### src/hw/llpc_pkg.sv
// Constants and carrier types for the LIN, LED and pin control block
package llpc_pkg;
   // Register byte addresses
   localparam logic [31:0] PIN8_PAD_ADDR   = 32'h5001201c;
   localparam logic [31:0] LIN_PIN_ADDR    = 32'h50012024;
   localparam logic [31:0] RXF_S1_ADDR     = 32'h50012028;
   localparam logic [31:0] RXF_S23_ADDR    = 32'h5001202c;
   localparam logic [31:0] TX_MON_ADDR     = 32'h50012038;
   localparam logic [31:0] LED_SENSE_ADDR  = 32'h5001203c;
   localparam logic [31:0] LED_SRC_ADDR    = 32'h50012040;
   localparam logic [31:0] LED_MAN_ADDR    = 32'h50012044;
   localparam logic [31:0] LED_PU_ADDR     = 32'h50012048;
   localparam logic [31:0] PROBE_ONE_ADDR  = 32'h5001204c;
   localparam logic [31:0] TX_IRQ_ADDR     = 32'h50012058;
   localparam logic [31:0] FILT_KEY_ADDR   = 32'h5001205c;
   localparam logic [31:0] TRIM_KEY_ADDR   = 32'h50012064;
   // Writable masks and values after reset
   localparam logic [31:0] PIN8_PAD_MASK   = 32'h000003ff;
   localparam logic [31:0] PIN8_PAD_RST    = 32'h00000288;
   localparam logic [31:0] LED_SENSE_MASK  = 32'h00c78f00;
   localparam logic [31:0] LED_SENSE_RST   = 32'h00c00000;
   localparam logic [31:0] PROBE_ONE_MASK  = 32'h1fffff07;
   localparam logic [23:0] LED_RST         = 24'h000000;
   localparam logic [3:0]  RXF_EN_RST      = 4'hf;
   localparam logic [6:0]  S1_RISE_RST     = 7'h00;
   localparam logic [6:0]  S1_FALL_RST     = 7'h08;
   localparam logic [6:0]  S2_RISE_RST     = 7'h20;
   localparam logic [6:0]  S2_FALL_RST     = 7'h10;
   localparam logic [6:0]  S3_RISE_RST     = 7'h28;
   localparam logic [6:0]  S3_FALL_RST     = 7'h28;
   // Field positions
   localparam int POLICY_BIT    = 25;
   localparam int TXON_BIT      = 5;
   localparam int OWNER_BIT     = 0;
   localparam int RISE_LO_POS   = 16;
   localparam int FALL_LO_POS   = 8;
   localparam int S3_RISE_POS   = 24;
   localparam int S3_FALL_POS   = 16;
   localparam int S2_RISE_POS   = 8;
   localparam int S2_FALL_POS   = 0;
   localparam int FLAG_BIT      = 8;
   localparam int VFW_BIT       = 15;
   localparam int SENSE_BIT     = 8;
   localparam int UNLOCK_BIT    = 31;
   localparam int IRQ_ACT_BIT   = 24;
   localparam int IRQ_STS_BIT   = 16;
   localparam int IRQ_CLR_BIT   = 8;
   localparam int LED_CHANNELS  = 24;
   // Pin functions
   localparam logic [2:0] FN_GPIO  = 3'h0;
   localparam logic [2:0] FN_PWM   = 3'h1;
   localparam logic [2:0] FN_URX   = 3'h2;
   localparam logic [2:0] FN_USW   = 3'h3;
   localparam logic [2:0] FN_MOSI  = 3'h4;
   localparam logic [2:0] FN_FILT2 = 3'h5;
   // Timing
   localparam int CLK_PERIOD_NS     = 50;
   localparam int TX_STUCK_MS       = 64;
   localparam int TX_STUCK_CYC_DEF  = (TX_STUCK_MS * 1000000) / CLK_PERIOD_NS;
   localparam int STUCK_CNT_W       = 21;
   typedef struct packed {
      logic drive_strength_high;
      logic drive_strength_low;
      logic schmitt_on;
      logic slew_select;
      logic input_path_on;
      logic pulldown_on;
      logic pullup_off_n;
   } llpc_pad_t;
   typedef struct packed {
      logic       wr;
      logic       rd;
      logic [31:0] addr;
      logic [31:0] wdata;
   } llpc_bus_req_t;
endpackage

### src/hw/llpc_top.sv
// LIN pin, receive filter, transmit monitor, pin 8 and LED pad control
// What this block does
// RULE1 - Pin 8 function field picks GPIO, PWM, UART RX, UART single-wire, MOSI, filter output
// RULE2 - In GPIO function, output enable follows controller direction; pad options come from register
// RULE3 - Pin 8 pull-up bit is active low and resets to one
// RULE4 - Read-enable bit gates the pin 8 input path to logic
// RULE5 - LIN owner bit: zero gives pin to port B bit one, one to responder
// RULE6 - Policy zero forces transmit analog off in hibernate unless bus is dominant
// RULE7 - Four filter enable bits, stages one to three and sleep, reset all ones
// RULE8 - Filter enable writes only land after trim key and unlock bit
// RULE9 - Stage one has 7-bit rise and fall counts, resets zero and 0x8
// RULE10 - Stage two counts reset 0x10 falling and 0x20 rising
// RULE11 - Stage three counts both reset 0x28
// RULE12 - Monitor sets stuck flag after transmit data dominant for 64 ms
// RULE13 - Stuck flag clears on dominant to recessive transmit edge, not by software
// RULE14 - Stuck flag disables the LIN transmitter
// RULE15 - Monitor enable bit is read-write and resets to one
// RULE16 - 24 LED source bits: zero manual data, one PWM; no readback of pins
// RULE17 - Manual-sourced LED channels follow the manual data register bit
// RULE18 - LED pull-up bits switch on each channel pull-up
// RULE19 - Software waits about 40 us after sense enable before ADC conversion
// RULE20 - Forward current with ADC channel 2 active drives channel picked by select
// RULE21 - Stuck interrupt has enable, self-clearing clear, status and active bits
// RULE22 - Software sets unlock bit before changing protected filter settings
// RULE23 - Enabled stage passes level after programmed hold count; disabled passes through
//
// Decided for this implementation: the plain strobed port.
`timescale 1ns/10ps
module llpc_top #(
   parameter int TX_STUCK_CYCLES = llpc_pkg::TX_STUCK_CYC_DEF,
   parameter logic [31:0] TRIM_KEY_VALUE = 32'h0000005a
) (
   input  wire logic                clock,
   input  wire logic                rst,
   input  wire llpc_pkg::llpc_bus_req_t bus_req,
   output      logic [31:0]         rdata,
   input  wire logic                pin8_in,
   output      logic                pin8_out,
   output      logic                pin8_oe,
   output      llpc_pkg::llpc_pad_t pin8_pad,
   input  wire logic                port_a_bit_seven_out,
   input  wire logic                port_a_bit_seven_dir,
   output      logic                port_a_bit_seven_in,
   input  wire logic                pwm3_out,
   input  wire logic                uart_txd,
   input  wire logic                uart_tx_oe,
   output      logic                uart_rxd,
   input  wire logic                spi_mosi,
   input  wire logic                lin_pin_in,
   output      logic                lin_pin_out,
   output      logic                lin_pin_oe,
   output      logic                lin_tx_analog_on,
   input  wire logic                hibernate,
   input  wire logic                lin_sleep,
   input  wire logic                port_b_bit_one_out,
   input  wire logic                port_b_bit_one_dir,
   output      logic                port_b_bit_one_in,
   input  wire logic                responder_txd,
   output      logic                responder_rxd,
   input  wire logic [23:0]         pwm_led,
   output      logic [23:0]         led_drive,
   output      logic [23:0]         led_pullup_bits,
   output      logic [23:0]         led_forward_drive,
   output      logic                forward_sense_on,
   input  wire logic                adc_ch2_active,
   input  wire logic [4:0]          channel_two_led_pick
);
   logic [31:0]            pad_reg;
   logic [31:0]            lin_reg;
   logic [3:0]             rx_filter_stage_enables;
   logic [6:0]             stage1_rise_count, stage1_fall_count;
   logic [6:0]             stage2_rise_count, stage2_fall_count;
   logic [6:0]             stage3_rise_count, stage3_fall_count;
   logic                   tx_stuck_watch_on;
   logic                   tx_stuck_flag;
   logic [31:0]            sense_reg;
   logic [23:0]            led_src_reg;
   logic [23:0]            led_manual_drive_bits;
   logic [31:0]            probe_reg;
   logic                   irq_en_reg;
   logic                   irq_clr_reg;
   logic                   irq_sts_reg;
   logic                   filter_write_unlock;
   logic                   trim_open_reg;
   localparam int          STUCK_W = llpc_pkg::STUCK_CNT_W;
   logic [STUCK_W-1:0]     stuck_cnt_reg;
   logic                   txd_prev_reg;
   logic                   flag_prev_reg;
   logic [1:0]             pin8_sync_reg;
   logic [1:0]             lin_sync_reg;
   logic [2:0]             stage_out;
   logic [2:0]             stage_in;
   logic [2:0]             stage_en;
   logic [6:0]             stage_rise [3];
   logic [6:0]             stage_fall [3];
   logic [2:0]             pin8_func;
   logic                   wr;
   logic                   rd;
   logic [31:0]            wdata;
   logic [31:0]            addr;
   logic                   pin8_in_gated;
   logic                   lin_rx_filtered;
   logic                   stuck_hit;
   assign wr = bus_req.wr;
   assign rd = bus_req.rd;
   assign wdata = bus_req.wdata;
   assign addr = bus_req.addr;
   assign pin8_func = pad_reg[2:0];
   assign pin8_in_gated = pin8_sync_reg[1] & pad_reg[5]; // RULE4
   assign lin_rx_filtered = stage_out[2];
   assign stuck_hit = (stuck_cnt_reg >= STUCK_W'(TX_STUCK_CYCLES - 1)) & ~responder_txd & tx_stuck_watch_on;
   // Two-stage synchronisers for pad inputs
   always_ff @(posedge clock or posedge rst) begin
      if (rst) begin
         pin8_sync_reg <= 2'h3;
         lin_sync_reg <= 2'h3;
      end else begin
         pin8_sync_reg <= {pin8_sync_reg[0], pin8_in};
         lin_sync_reg <= {lin_sync_reg[0], lin_pin_in};
      end
   end
   // Simple masked registers
   always_ff @(posedge clock or posedge rst) begin
      if (rst) begin
         pad_reg <= llpc_pkg::PIN8_PAD_RST; // RULE3
         lin_reg <= 32'h00000000;
         sense_reg <= llpc_pkg::LED_SENSE_RST;
         led_src_reg <= llpc_pkg::LED_RST;
         led_manual_drive_bits <= llpc_pkg::LED_RST;
         led_pullup_bits <= llpc_pkg::LED_RST;
         probe_reg <= 32'h00000000;
         tx_stuck_watch_on <= 1'b1; // RULE15
         irq_en_reg <= 1'b0;
      end else if (wr) begin
         case (addr)
            llpc_pkg::PIN8_PAD_ADDR: pad_reg <= wdata & llpc_pkg::PIN8_PAD_MASK;
            llpc_pkg::LIN_PIN_ADDR: lin_reg <= {6'h00, wdata[llpc_pkg::POLICY_BIT], 19'h00000,
                                                wdata[llpc_pkg::TXON_BIT], 4'h0, wdata[llpc_pkg::OWNER_BIT]};
            llpc_pkg::LED_SENSE_ADDR: sense_reg <= wdata & llpc_pkg::LED_SENSE_MASK;
            llpc_pkg::LED_SRC_ADDR: led_src_reg <= wdata[23:0]; // RULE16
            llpc_pkg::LED_MAN_ADDR: led_manual_drive_bits <= wdata[23:0]; // RULE17
            llpc_pkg::LED_PU_ADDR: led_pullup_bits <= wdata[23:0]; // RULE18
            llpc_pkg::PROBE_ONE_ADDR: probe_reg <= wdata & llpc_pkg::PROBE_ONE_MASK;
            llpc_pkg::TX_MON_ADDR: tx_stuck_watch_on <= wdata[0]; // RULE15
            llpc_pkg::TX_IRQ_ADDR: irq_en_reg <= wdata[0]; // RULE21
            default: begin
            end
         endcase
      end
   end
   // Filter thresholds
   always_ff @(posedge clock or posedge rst) begin
      if (rst) begin
         stage1_rise_count <= llpc_pkg::S1_RISE_RST; // RULE9
         stage1_fall_count <= llpc_pkg::S1_FALL_RST; // RULE9
         stage2_rise_count <= llpc_pkg::S2_RISE_RST; // RULE10
         stage2_fall_count <= llpc_pkg::S2_FALL_RST; // RULE10
         stage3_rise_count <= llpc_pkg::S3_RISE_RST; // RULE11
         stage3_fall_count <= llpc_pkg::S3_FALL_RST; // RULE11
      end else if (wr && addr == llpc_pkg::RXF_S1_ADDR) begin
         stage1_rise_count <= wdata[llpc_pkg::RISE_LO_POS +: 7];
         stage1_fall_count <= wdata[llpc_pkg::FALL_LO_POS +: 7];
      end else if (wr && addr == llpc_pkg::RXF_S23_ADDR) begin
         stage3_rise_count <= wdata[llpc_pkg::S3_RISE_POS +: 7];
         stage3_fall_count <= wdata[llpc_pkg::S3_FALL_POS +: 7];
         stage2_rise_count <= wdata[llpc_pkg::S2_RISE_POS +: 7];
         stage2_fall_count <= wdata[llpc_pkg::S2_FALL_POS +: 7];
      end
   end
   // Protected filter enables, key and unlock
   always_ff @(posedge clock or posedge rst) begin
      if (rst) begin
         rx_filter_stage_enables <= llpc_pkg::RXF_EN_RST; // RULE7
         filter_write_unlock <= 1'b0;
         trim_open_reg <= 1'b0;
      end else if (wr) begin
         if (addr == llpc_pkg::TRIM_KEY_ADDR) begin
            trim_open_reg <= (wdata == TRIM_KEY_VALUE);
         end
         if (addr == llpc_pkg::FILT_KEY_ADDR && wdata[llpc_pkg::UNLOCK_BIT]) begin
            filter_write_unlock <= 1'b1; // RULE22
         end
         if (addr == llpc_pkg::RXF_S1_ADDR && trim_open_reg && filter_write_unlock) begin
            rx_filter_stage_enables <= wdata[3:0]; // RULE8
         end
      end
   end
   // Three debounce stages
   assign stage_in = {stage_out[1:0], lin_sync_reg[1]};
   assign stage_en = {lin_sleep ? rx_filter_stage_enables[3] : rx_filter_stage_enables[2],
                      rx_filter_stage_enables[1:0]};
   assign stage_rise = '{stage1_rise_count, stage2_rise_count, stage3_rise_count};
   assign stage_fall = '{stage1_fall_count, stage2_fall_count, stage3_fall_count};
   generate
      for (genvar g = 0; g < 3; g++) begin : g_stage
         logic [6:0] cnt_reg;
         logic       out_reg;
         logic [6:0] thr;
         assign thr = stage_in[g] ? stage_rise[g] : stage_fall[g];
         assign stage_out[g] = out_reg;
         always_ff @(posedge clock or posedge rst) begin
            if (rst) begin
               cnt_reg <= 7'h00;
               out_reg <= 1'b1;
            end else if (!stage_en[g] || stage_in[g] == out_reg) begin
               cnt_reg <= 7'h00;
               out_reg <= stage_in[g]; // RULE23
            end else if (cnt_reg >= thr) begin
               cnt_reg <= 7'h00;
               out_reg <= stage_in[g]; // RULE23
            end else begin
               cnt_reg <= cnt_reg + 7'h01;
            end
         end
      end
   endgenerate
   // Transmit dominant watch
   always_ff @(posedge clock or posedge rst) begin
      if (rst) begin
         stuck_cnt_reg <= '0;
         tx_stuck_flag <= 1'b0;
         txd_prev_reg <= 1'b1;
      end else begin
         txd_prev_reg <= responder_txd;
         if (!tx_stuck_watch_on || responder_txd) begin
            stuck_cnt_reg <= '0;
         end else if (!stuck_hit) begin
            stuck_cnt_reg <= stuck_cnt_reg + STUCK_W'(1);
         end
         if (stuck_hit) begin
            tx_stuck_flag <= 1'b1; // RULE12
         end else if (!txd_prev_reg && responder_txd) begin
            tx_stuck_flag <= 1'b0; // RULE13
         end
      end
   end
   // Stuck interrupt bits
   always_ff @(posedge clock or posedge rst) begin
      if (rst) begin
         irq_clr_reg <= 1'b0;
         irq_sts_reg <= 1'b0;
         flag_prev_reg <= 1'b0;
      end else begin
         flag_prev_reg <= tx_stuck_flag;
         irq_clr_reg <= wr && addr == llpc_pkg::TX_IRQ_ADDR && wdata[llpc_pkg::IRQ_CLR_BIT]; // RULE21
         if (tx_stuck_flag && !flag_prev_reg) begin
            irq_sts_reg <= 1'b1; // RULE21
         end else if (irq_clr_reg) begin
            irq_sts_reg <= 1'b0;
         end
      end
   end
   // Pin 8 function mux
   always_ff @(posedge clock or posedge rst) begin
      if (rst) begin
         pin8_out <= 1'b0;
         pin8_oe <= 1'b0;
         uart_rxd <= 1'b1;
         port_a_bit_seven_in <= 1'b0;
      end else begin
         port_a_bit_seven_in <= (pin8_func == llpc_pkg::FN_GPIO) & pin8_in_gated; // RULE4
         uart_rxd <= 1'b1;
         pin8_out <= 1'b0;
         pin8_oe <= 1'b0;
         case (pin8_func) // RULE1
            llpc_pkg::FN_GPIO: begin
               pin8_out <= port_a_bit_seven_out;
               pin8_oe <= port_a_bit_seven_dir; // RULE2
            end
            llpc_pkg::FN_PWM: begin
               pin8_out <= pwm3_out;
               pin8_oe <= 1'b1;
            end
            llpc_pkg::FN_URX: uart_rxd <= pin8_in_gated | ~pad_reg[5];
            llpc_pkg::FN_USW: begin
               pin8_out <= uart_txd;
               pin8_oe <= uart_tx_oe;
               uart_rxd <= pin8_in_gated | ~pad_reg[5];
            end
            llpc_pkg::FN_MOSI: begin
               pin8_out <= spi_mosi;
               pin8_oe <= 1'b1;
            end
            llpc_pkg::FN_FILT2: begin
               pin8_out <= stage_out[1];
               pin8_oe <= 1'b1;
            end
            default: begin
            end
         endcase
      end
   end
   // Pad options straight from register
   always_ff @(posedge clock or posedge rst) begin
      if (rst) begin
         pin8_pad <= llpc_pkg::llpc_pad_t'(llpc_pkg::PIN8_PAD_RST[9:3]);
      end else begin
         pin8_pad <= {pad_reg[9:8], pad_reg[7:3]}; // RULE2
      end
   end
   // LIN pin ownership and transmit power
   always_ff @(posedge clock or posedge rst) begin
      if (rst) begin
         lin_pin_out <= 1'b1;
         lin_pin_oe <= 1'b0;
         lin_tx_analog_on <= 1'b0;
         responder_rxd <= 1'b1;
         port_b_bit_one_in <= 1'b1;
      end else begin
         lin_tx_analog_on <= lin_reg[llpc_pkg::TXON_BIT] & ~tx_stuck_flag
            & (lin_reg[llpc_pkg::POLICY_BIT] | ~hibernate | ~lin_sync_reg[1]); // RULE6
         if (lin_reg[llpc_pkg::OWNER_BIT]) begin
            lin_pin_out <= responder_txd; // RULE5
            lin_pin_oe <= lin_reg[llpc_pkg::TXON_BIT] & ~tx_stuck_flag; // RULE14
            responder_rxd <= lin_rx_filtered;
            port_b_bit_one_in <= 1'b1;
         end else begin
            lin_pin_out <= port_b_bit_one_out; // RULE5
            lin_pin_oe <= port_b_bit_one_dir;
            responder_rxd <= 1'b1;
            port_b_bit_one_in <= lin_sync_reg[1];
         end
      end
   end
   // LED drive
   always_ff @(posedge clock or posedge rst) begin
      if (rst) begin
         led_drive <= llpc_pkg::LED_RST;
         led_forward_drive <= llpc_pkg::LED_RST;
         forward_sense_on <= 1'b0;
      end else begin
         led_drive <= (led_src_reg & pwm_led) | (~led_src_reg & led_manual_drive_bits); // RULE16 RULE17
         forward_sense_on <= sense_reg[llpc_pkg::SENSE_BIT];
         if (sense_reg[llpc_pkg::VFW_BIT] && adc_ch2_active && channel_two_led_pick < 5'h18) begin
            led_forward_drive <= 24'h000001 << channel_two_led_pick; // RULE20
         end else begin
            led_forward_drive <= 24'h000000;
         end
      end
   end
   // Read data, one cycle after the strobe
   always_ff @(posedge clock or posedge rst) begin
      if (rst) begin
         rdata <= 32'h00000000;
      end else if (rd) begin
         case (addr)
            llpc_pkg::PIN8_PAD_ADDR: rdata <= pad_reg;
            llpc_pkg::LIN_PIN_ADDR: rdata <= lin_reg;
            llpc_pkg::RXF_S1_ADDR: rdata <= {9'h000, stage1_rise_count, 1'b0, stage1_fall_count,
                                             4'h0, rx_filter_stage_enables};
            llpc_pkg::RXF_S23_ADDR: rdata <= {1'b0, stage3_rise_count, 1'b0, stage3_fall_count,
                                              1'b0, stage2_rise_count, 1'b0, stage2_fall_count};
            llpc_pkg::TX_MON_ADDR: rdata <= {23'h000000, tx_stuck_flag, 7'h00, tx_stuck_watch_on};
            llpc_pkg::LED_SENSE_ADDR: rdata <= sense_reg;
            llpc_pkg::LED_SRC_ADDR: rdata <= {8'h00, led_src_reg};
            llpc_pkg::LED_MAN_ADDR: rdata <= {8'h00, led_manual_drive_bits};
            llpc_pkg::LED_PU_ADDR: rdata <= {8'h00, led_pullup_bits};
            llpc_pkg::PROBE_ONE_ADDR: rdata <= probe_reg;
            llpc_pkg::TX_IRQ_ADDR: rdata <= {7'h00, irq_sts_reg & irq_en_reg, 7'h00, irq_sts_reg,
                                             15'h0000, irq_en_reg};
            llpc_pkg::FILT_KEY_ADDR: rdata <= {filter_write_unlock, 31'h00000000};
            llpc_pkg::TRIM_KEY_ADDR: rdata <= {31'h00000000, trim_open_reg};
            default: rdata <= 32'h00000000;
         endcase
      end
   end
endmodule

### config.mk
export PLATFORM = sky130hd
export DESIGN_NAME = llpc_top
export DESIGN_NICKNAME = d
export VERILOG_FILES = /design/src/hw/llpc_pkg.sv /design/src/hw/llpc_top.sv
export SDC_FILE = /design/constraint.sdc
export NUM_CORES = 1
export LEC_CHECK = 0
export ABC_AREA = 1
export BUFFER_PORTS_ARGS = -buffer_cell sky130_fd_sc_hd__buf_4
export CAP_MARGIN = 0
export CORE_AREA = 2 2 210 212
export CTS_BUF_LIST = sky130_fd_sc_hd__clkbuf_4 sky130_fd_sc_hd__clkbuf_8
export CTS_CLUSTER_SIZE = 8
export DETAILED_ROUTE_END_ITERATION = 10
export DIE_AREA = 0 0 212 214
export GPL_ROUTABILITY_DRIVEN = 0
export GPL_TIMING_DRIVEN = 0
export PLACE_DENSITY = 0.63
export SLEW_MARGIN = 40
export SYNTH_ARGS = -nofsm -noshare
export SYNTH_HDL_FRONTEND = slang
export SYNTH_SLANG_ARGS = --single-unit
### constraint.sdc
create_clock -name clock -period 22.9 [get_ports clock]
set_input_delay 4.58 -clock clock [delete_from_list [all_inputs] [get_ports clock]]
set_output_delay 4.58 -clock clock [all_outputs]
set_load 0.02 [all_outputs]
==> reports/qor.csv, run 1 <==
metric,value,unit
status,"complete, no violations",
hold_ws,0.357,ns
io_pins,232,
async_reset_ff_share,100,%
grt_remaining_overflow,0,
tightest_slew,0.858,ns
ys_seq_elements,320,
clockRootBuffer,clkbuf_8,
die_height,214,um
max_clock_freq,163,MHz
reg2reg_to,g_stage[2].cnt_reg[2],
critical_path_class,primary input to flip-flop,
clock_path_buffers,3,
ant_nets,0,
synthCells,1784,
final_cell_mix,"nand2_1 (518), dfrtp_1 (288), buf_4 (233)",
powerDensity,63.2,nW/um2
min_to,pin8_sync_reg[1],
die_area,45400,um2
ir_drop,37.5,uV
reg2regPathDepth,11,
fill_cells,4221,
dp_cells,2601,
placed_area,17500,um2
ctsResizeCount,0,
clk_latency,0.64,ns
hp-class,flip-flop to flip-flop,
avgSynthCellArea,8.39,um2
rsz0062_at_grt,false,
cts_tree,yes,
n_antenna_cell,0,
core,42900,um2
yosys_warnings,0,
port_buffers,228,
synth_top_flop_cell,dfrtp_1,
finalSetupTns,0,ns
synth_nets,1920,
syn2layout_area_growth,25.3,%
layout.cells.non_filler,2703,
synth_area,15000,um2
antenna_found_initial,0,
synth.distinct_cells,44,
grt_max_degree,80,
hp-start,pin8_sync_reg[0],
grt_pass1_vias,13300,
finalCritPeriodShare,26.8,%
cts.sinks,320,
totalPowerFinal,1.19,mW
synth_edf_count,0,
drive_gt1_share,21.5,%
required,23.47,ns
dp_hpwl,35.3,mm
regMostFlops,rdata,
layout_commonest_cell,nand2_1,
final-hold-violation-count,0,
cap_violations,0,
fin_crit,6.13,ns
drv_slew,0,
critPathLaunchType,primary input,
grt_first_pass_wirelength,73.9,mm
setup_viol_count_final,0,
synth-seq-area-share,53.7,%
cp_max_fo,10,
dp_slack,16.15,ns
numCtsBuffers,54,
wl_per_cell,17.4,um
routed_via_density,4.86,
hold_buffers,0,
largest_register_ffs,32,
grtUsageTotal,20.8,%
fin_ws,16.77,ns
rows,76,
drt_first_pass_iters,5,
p_leak,9.24,nW
cts_setup_buffers,0,
final_area,18800,um2
crit_arrival,6.70,ns
num_vias,13100,
r2r_setup_slack,19.99,ns
layout.nets,2208,
initial_core_util,34.9,%
cts_max_level,2,
cp-end-kind,flip-flop,
r2r_start,g_stage[1].out_reg,
wirelength,46.9,mm
clk_pin_slew,0.06,ns
final_util,43.8,%
max-slew-margin-rel,42.3,%
skew,0.0345,ns
first_iter_violations,1084,
die_w,212,um
hold_depth,0,
drcViolationCount,0,
worst max-delay path: stages:
cell	delay (ns)
buf_4	0.12
nor2_2	0.17
nand3_1	0.13
inv_1	0.10
nand2_1	0.05
nor2_1	0.29
nand2_1	0.15
clkbuf_2	0.27
buf_6	0.21
o21ai_0	0.23
nor2_1	0.09
nand2_1	0.13
nand2_1	0.08
nand2_1	0.09
Yosys cell counts (3+ instances only):
library cell  instances  share of area (%)
xnor2_1               6               0.35
nand2_2               6               0.25
nand2_1             518                 13
nand4_1              37                1.5
o21ai_2               8               0.47
mux2_2                5               0.38
clkbuf_1             23               0.58
mux2i_1              10               0.67
nor2_4                5               0.38
nor2_1              144                3.6
nor3_1               11               0.37
a21oi_1              13               0.43
buf_4                 5               0.25
dfrtp_1             288                 48
buf_6                13               0.98
inv_2                 3              0.075
ha_1                 25                2.1
xor2_1               21                1.2
nand3_1             115                3.8
nor2_2                4               0.17
buf_2                28               0.94
dfstp_2              32                5.6
nor4_1               17               0.71
inv_1               177                4.4
o21ai_1              70                2.3
o31ai_1               4               0.20
o21ai_0             170                5.7
power breakdown:
part / internal [mW] / switching, mW
registers: 0.568 / 0.000373
clock network: 0.321 / 0.243
logic: 0.0188 / 0.0358
total: 0.907 / 0.279
layer usage:
metal / share of wire (%) / vias up / GRT usage (%) / routed length [um]
met4: 2.9 / 0 / 6.81 / 1350
met3: 7.7 / 81 / 4.25 / 3620
met1: 43 / 6319 / 27.9 / 20400
met2: 46 / 421 / 33.7 / 21600
met5: 0 / - / 0 / 0
li1: - / 6323 / - / -
worst max path at each step:
stage,startpoint,to,slack (ns)
final,bus_req[33],rdata[23],16.77
after global routing,bus_req[33],rdata[10],16.61
after CTS,bus_req[33],rdata[23],16.82
after detailed placement,bus_req[33],rdata[10],16.15
after global placement,rst,stuck_cnt_reg[14],5.95
after floorplan,rst,filter_write_unlock,9.52
cell type report:
class                   count  area, um2  share of cell area (%)
inverters                 184        701                    3.73
plain buffers              71        420                    2.24
well taps                 585        732                    3.90
flip-flops and latches    320       8050                    42.9
clock buffers              91       1110                    5.94
repair buffers            232       1820                    9.71
multi-input cells        1209       5820                    31.0
clock inverters            11        109                   0.580
cell families (layout without fill, tap and decap cells):
kind of cell / Yosys count / after routing / share of synthesized area [%]
AOI/OAI and AO/OA: 271 / 271 / 9.42
xor gates and xnor gates: 27 / 27 / 1.58
adders and majority gates: 25 / 25 / 2.09
buffers and inverters: 255 / 589 / 7.44
DFF: 320 / 320 / 53.7
muxes: 16 / 16 / 1.12
and+or+nand+nor: 870 / 870 / 24.6
(Power assumes the default switching activity.)
==> run 2, diff against run 1 <==
--- a/config.mk
+++ b/config.mk
@@ -15,7 +15,7 @@
 export DIE_AREA = 0 0 212 214
 export GPL_ROUTABILITY_DRIVEN = 0
 export GPL_TIMING_DRIVEN = 0
-export PLACE_DENSITY = 0.63
+export PLACE_DENSITY = 0.65
 export SLEW_MARGIN = 40
 export SYNTH_ARGS = -nofsm -noshare
 export SYNTH_HDL_FRONTEND = slang
==> constraint.sdc (replaced) <==
create_clock -name clock -period 5.5 [get_ports clock]
set_input_delay 1.1 -clock clock [delete_from_list [all_inputs] [get_ports clock]]
set_output_delay 1.1 -clock clock [all_outputs]
set_load 0.02 [all_outputs]
==> run 2 against run 1 <==
  * Combinational power rose to 4.6 times the previous value
  * Sequential power rose to 4.2 times the previous value
  * Count of clock-buffer cells in the layout unchanged
  * Setup slack worse by 14 ns
  * Design area up 1.2%
  * Non-clock buffer count up 12
  * Critical path depth down 3
  * Wire length up 0.35%
  * Die area unchanged
  * Via count up 1.6%
  * Worst hold slack about the same
  * First-iteration DRC count down 0.74%
  * Critical endpoint is now g_stage[2].cnt_reg[6]
  * Largest cell class unchanged
==> reports/qor.csv, run 2 (same netlist as run 1, synthesis figures left out) <==
metric,value,unit
status,"complete, no violations",
grt_pass1_vias,13300,
cts_tree,yes,
p_leak,9.33,nW
antenna_found_initial,1,
critPathLaunchType,flip-flop,
max_clock_freq,367,MHz
drt_first_pass_iters,5,
powerDensity,258,nW/um2
power.switching,1.14,mW
placed_area,17800,um2
die_area,45400,um2
regMostFlops,rdata,
clk_pin_slew,0.06,ns
port_buffers,228,
clkPwrFrac,46.6,%
grtUsageTotal,20.8,%
drcViolationCount,0,
clock_path_buffers,3,
first_iter_violations,1076,
cap_violations,0,
clk_latency,0.63,ns
pwr-share-seq,48.3,%
rsz0062_at_grt,false,
drv_slew,0,
crit_arrival,3.27,ns
n_antenna_cell,0,
num_vias,13400,
die_w,212,um
sw_frac_of_total,23.4,%
final_area,19000,um2
grt_remaining_overflow,0,
numCtsBuffers,52,
fill_cells,4148,
max-slew-margin-rel,45.6,%
fin_crit,2.73,ns
largest_register_ffs,32,
comb_power_share,5.1,%
syn2layout_area_growth,26.8,%
die_height,214,um
layout.cells.non_filler,2711,
final_cell_mix,"nand2_1 (518), dfrtp_1 (288), buf_4 (233)",
dp_cells,2613,
dp_hpwl,36.0,mm
wirelength,47.1,mm
cts_setup_buffers,0,
skew,0.0281,ns
core,42900,um2
wl_per_cell,17.4,um
ir_drop,141,uV
clockRootBuffer,clkbuf_8,
ant_nets,0,
grt_max_degree,28,
io_pins,232,
ctsResizeCount,0,
rows,76,
cts_max_level,2,
drive_gt1_share,21.8,%
layout.nets,2218,
initial_core_util,34.9,%
routed_via_density,4.93,
cp-end-kind,flip-flop,
hold_buffers,0,
cp_max_fo,10,
grt_first_pass_wirelength,73.9,mm
p_int,3.75,mW
cts.sinks,320,
setup_viol_count_final,0,
required,6.04,ns
tightest_slew,0.817,ns
layout_commonest_cell,nand2_1,
final-hold-violation-count,0,
finalCritPeriodShare,49.6,%
critical_path_class,flip-flop to flip-flop,
hp-class,flip-flop to flip-flop,
-- run 2: cell types whose count changed in the layout (fill, tap and decap cells not counted), sizes merged --
cell / before / now
buf: 278 / 290
clkinv: 12 / 6
clkinvlp: 0 / 2
-- run 2: final timing paths --
kind | endpoint | startpoint | cells after the start | slack [ns]
max in group asynchronous | stage3_rise_count[3] | rst | 7 | 3.93
setup reg to reg | g_stage[2].cnt_reg[6] | g_stage[1].out_reg | 11 | 2.77
hold / removal | lin_sync_reg[1] | lin_sync_reg[0] | 0 | 0.36
hold reg to reg | lin_sync_reg[1] | lin_sync_reg[0] | 0 | 0.36
min in group asynchronous | led_drive[0] | rst | 2 | 0.39
setup / recovery | g_stage[2].cnt_reg[6] | g_stage[1].out_reg | 11 | 2.77
-- run 2: cell type report --
cell class              instances  area [um2]  area share [%]
well taps                     585         732            3.85
flip-flops and latches        320        8050            42.4
clock buffers                  91        1080            5.70
clock inverters                 7        83.8           0.441
inverters                     184         697            3.67
repair buffers                244        2110            11.1
plain buffers                  71         420            2.21
multi-input cells            1209        5820            30.6
-- run 2: power by group through the flow --
| stage | clock [mW] | sequential, mW | combinational (mW) |
|---|---|---|---|
| detailed placement | 0 | 2.41 | 0.254 |
| floorplan | 0 | 2.41 | 0.0936 |
| finish | 2.28 | 2.37 | 0.251 |
| global route | 2.43 | 2.36 | 0.276 |
| CTS | 2.32 | 2.37 | 0.255 |
| global placement | 0 | 2.41 | 0.214 |
-- run 2: worst max-delay path: stages (launching register included) --
cell	delay [ns]
dfstp_2	0.51
clkbuf_1	0.27
clkbuf_1	0.33
o21ai_0	0.18
ha_1	0.33
a21oi_1	0.13
nor2_1	0.05
a211oi_1	0.17
o211ai_1	0.12
nor2_1	0.27
inv_1	0.16
nor2_1	0.13
-- run 2: routing by layer --
layer / GRT usage [%] / vias up / share of wire, %
li1: - / 6360 / -
met4: 6.69 / 2 / 2.8
met2: 34.2 / 494 / 47
met1: 27.1 / 6408 / 42
met3: 4.82 / 93 / 8.3
met5: 0 / - / 0.028
-- run 2: stage by stage --
stage / utilization (%) / worst slack [ns] / total power [mW] / TNS (ns) / hold slack, ns
floorplan: - / 0.159 / 2.50 / 0 / 0.345
global placement: 40.6 / -1.65 / 2.62 / -471.24 / 0.346
detailed placement: 41.6 / 2.29 / 2.66 / 0 / 0.349
CTS: 44.3 / 2.77 / 4.94 / 0 / 0.359
global route: 44.3 / 2.45 / 5.07 / 0 / 0.360
finish: 44.3 / 2.77 / 4.90 / 0 / 0.357
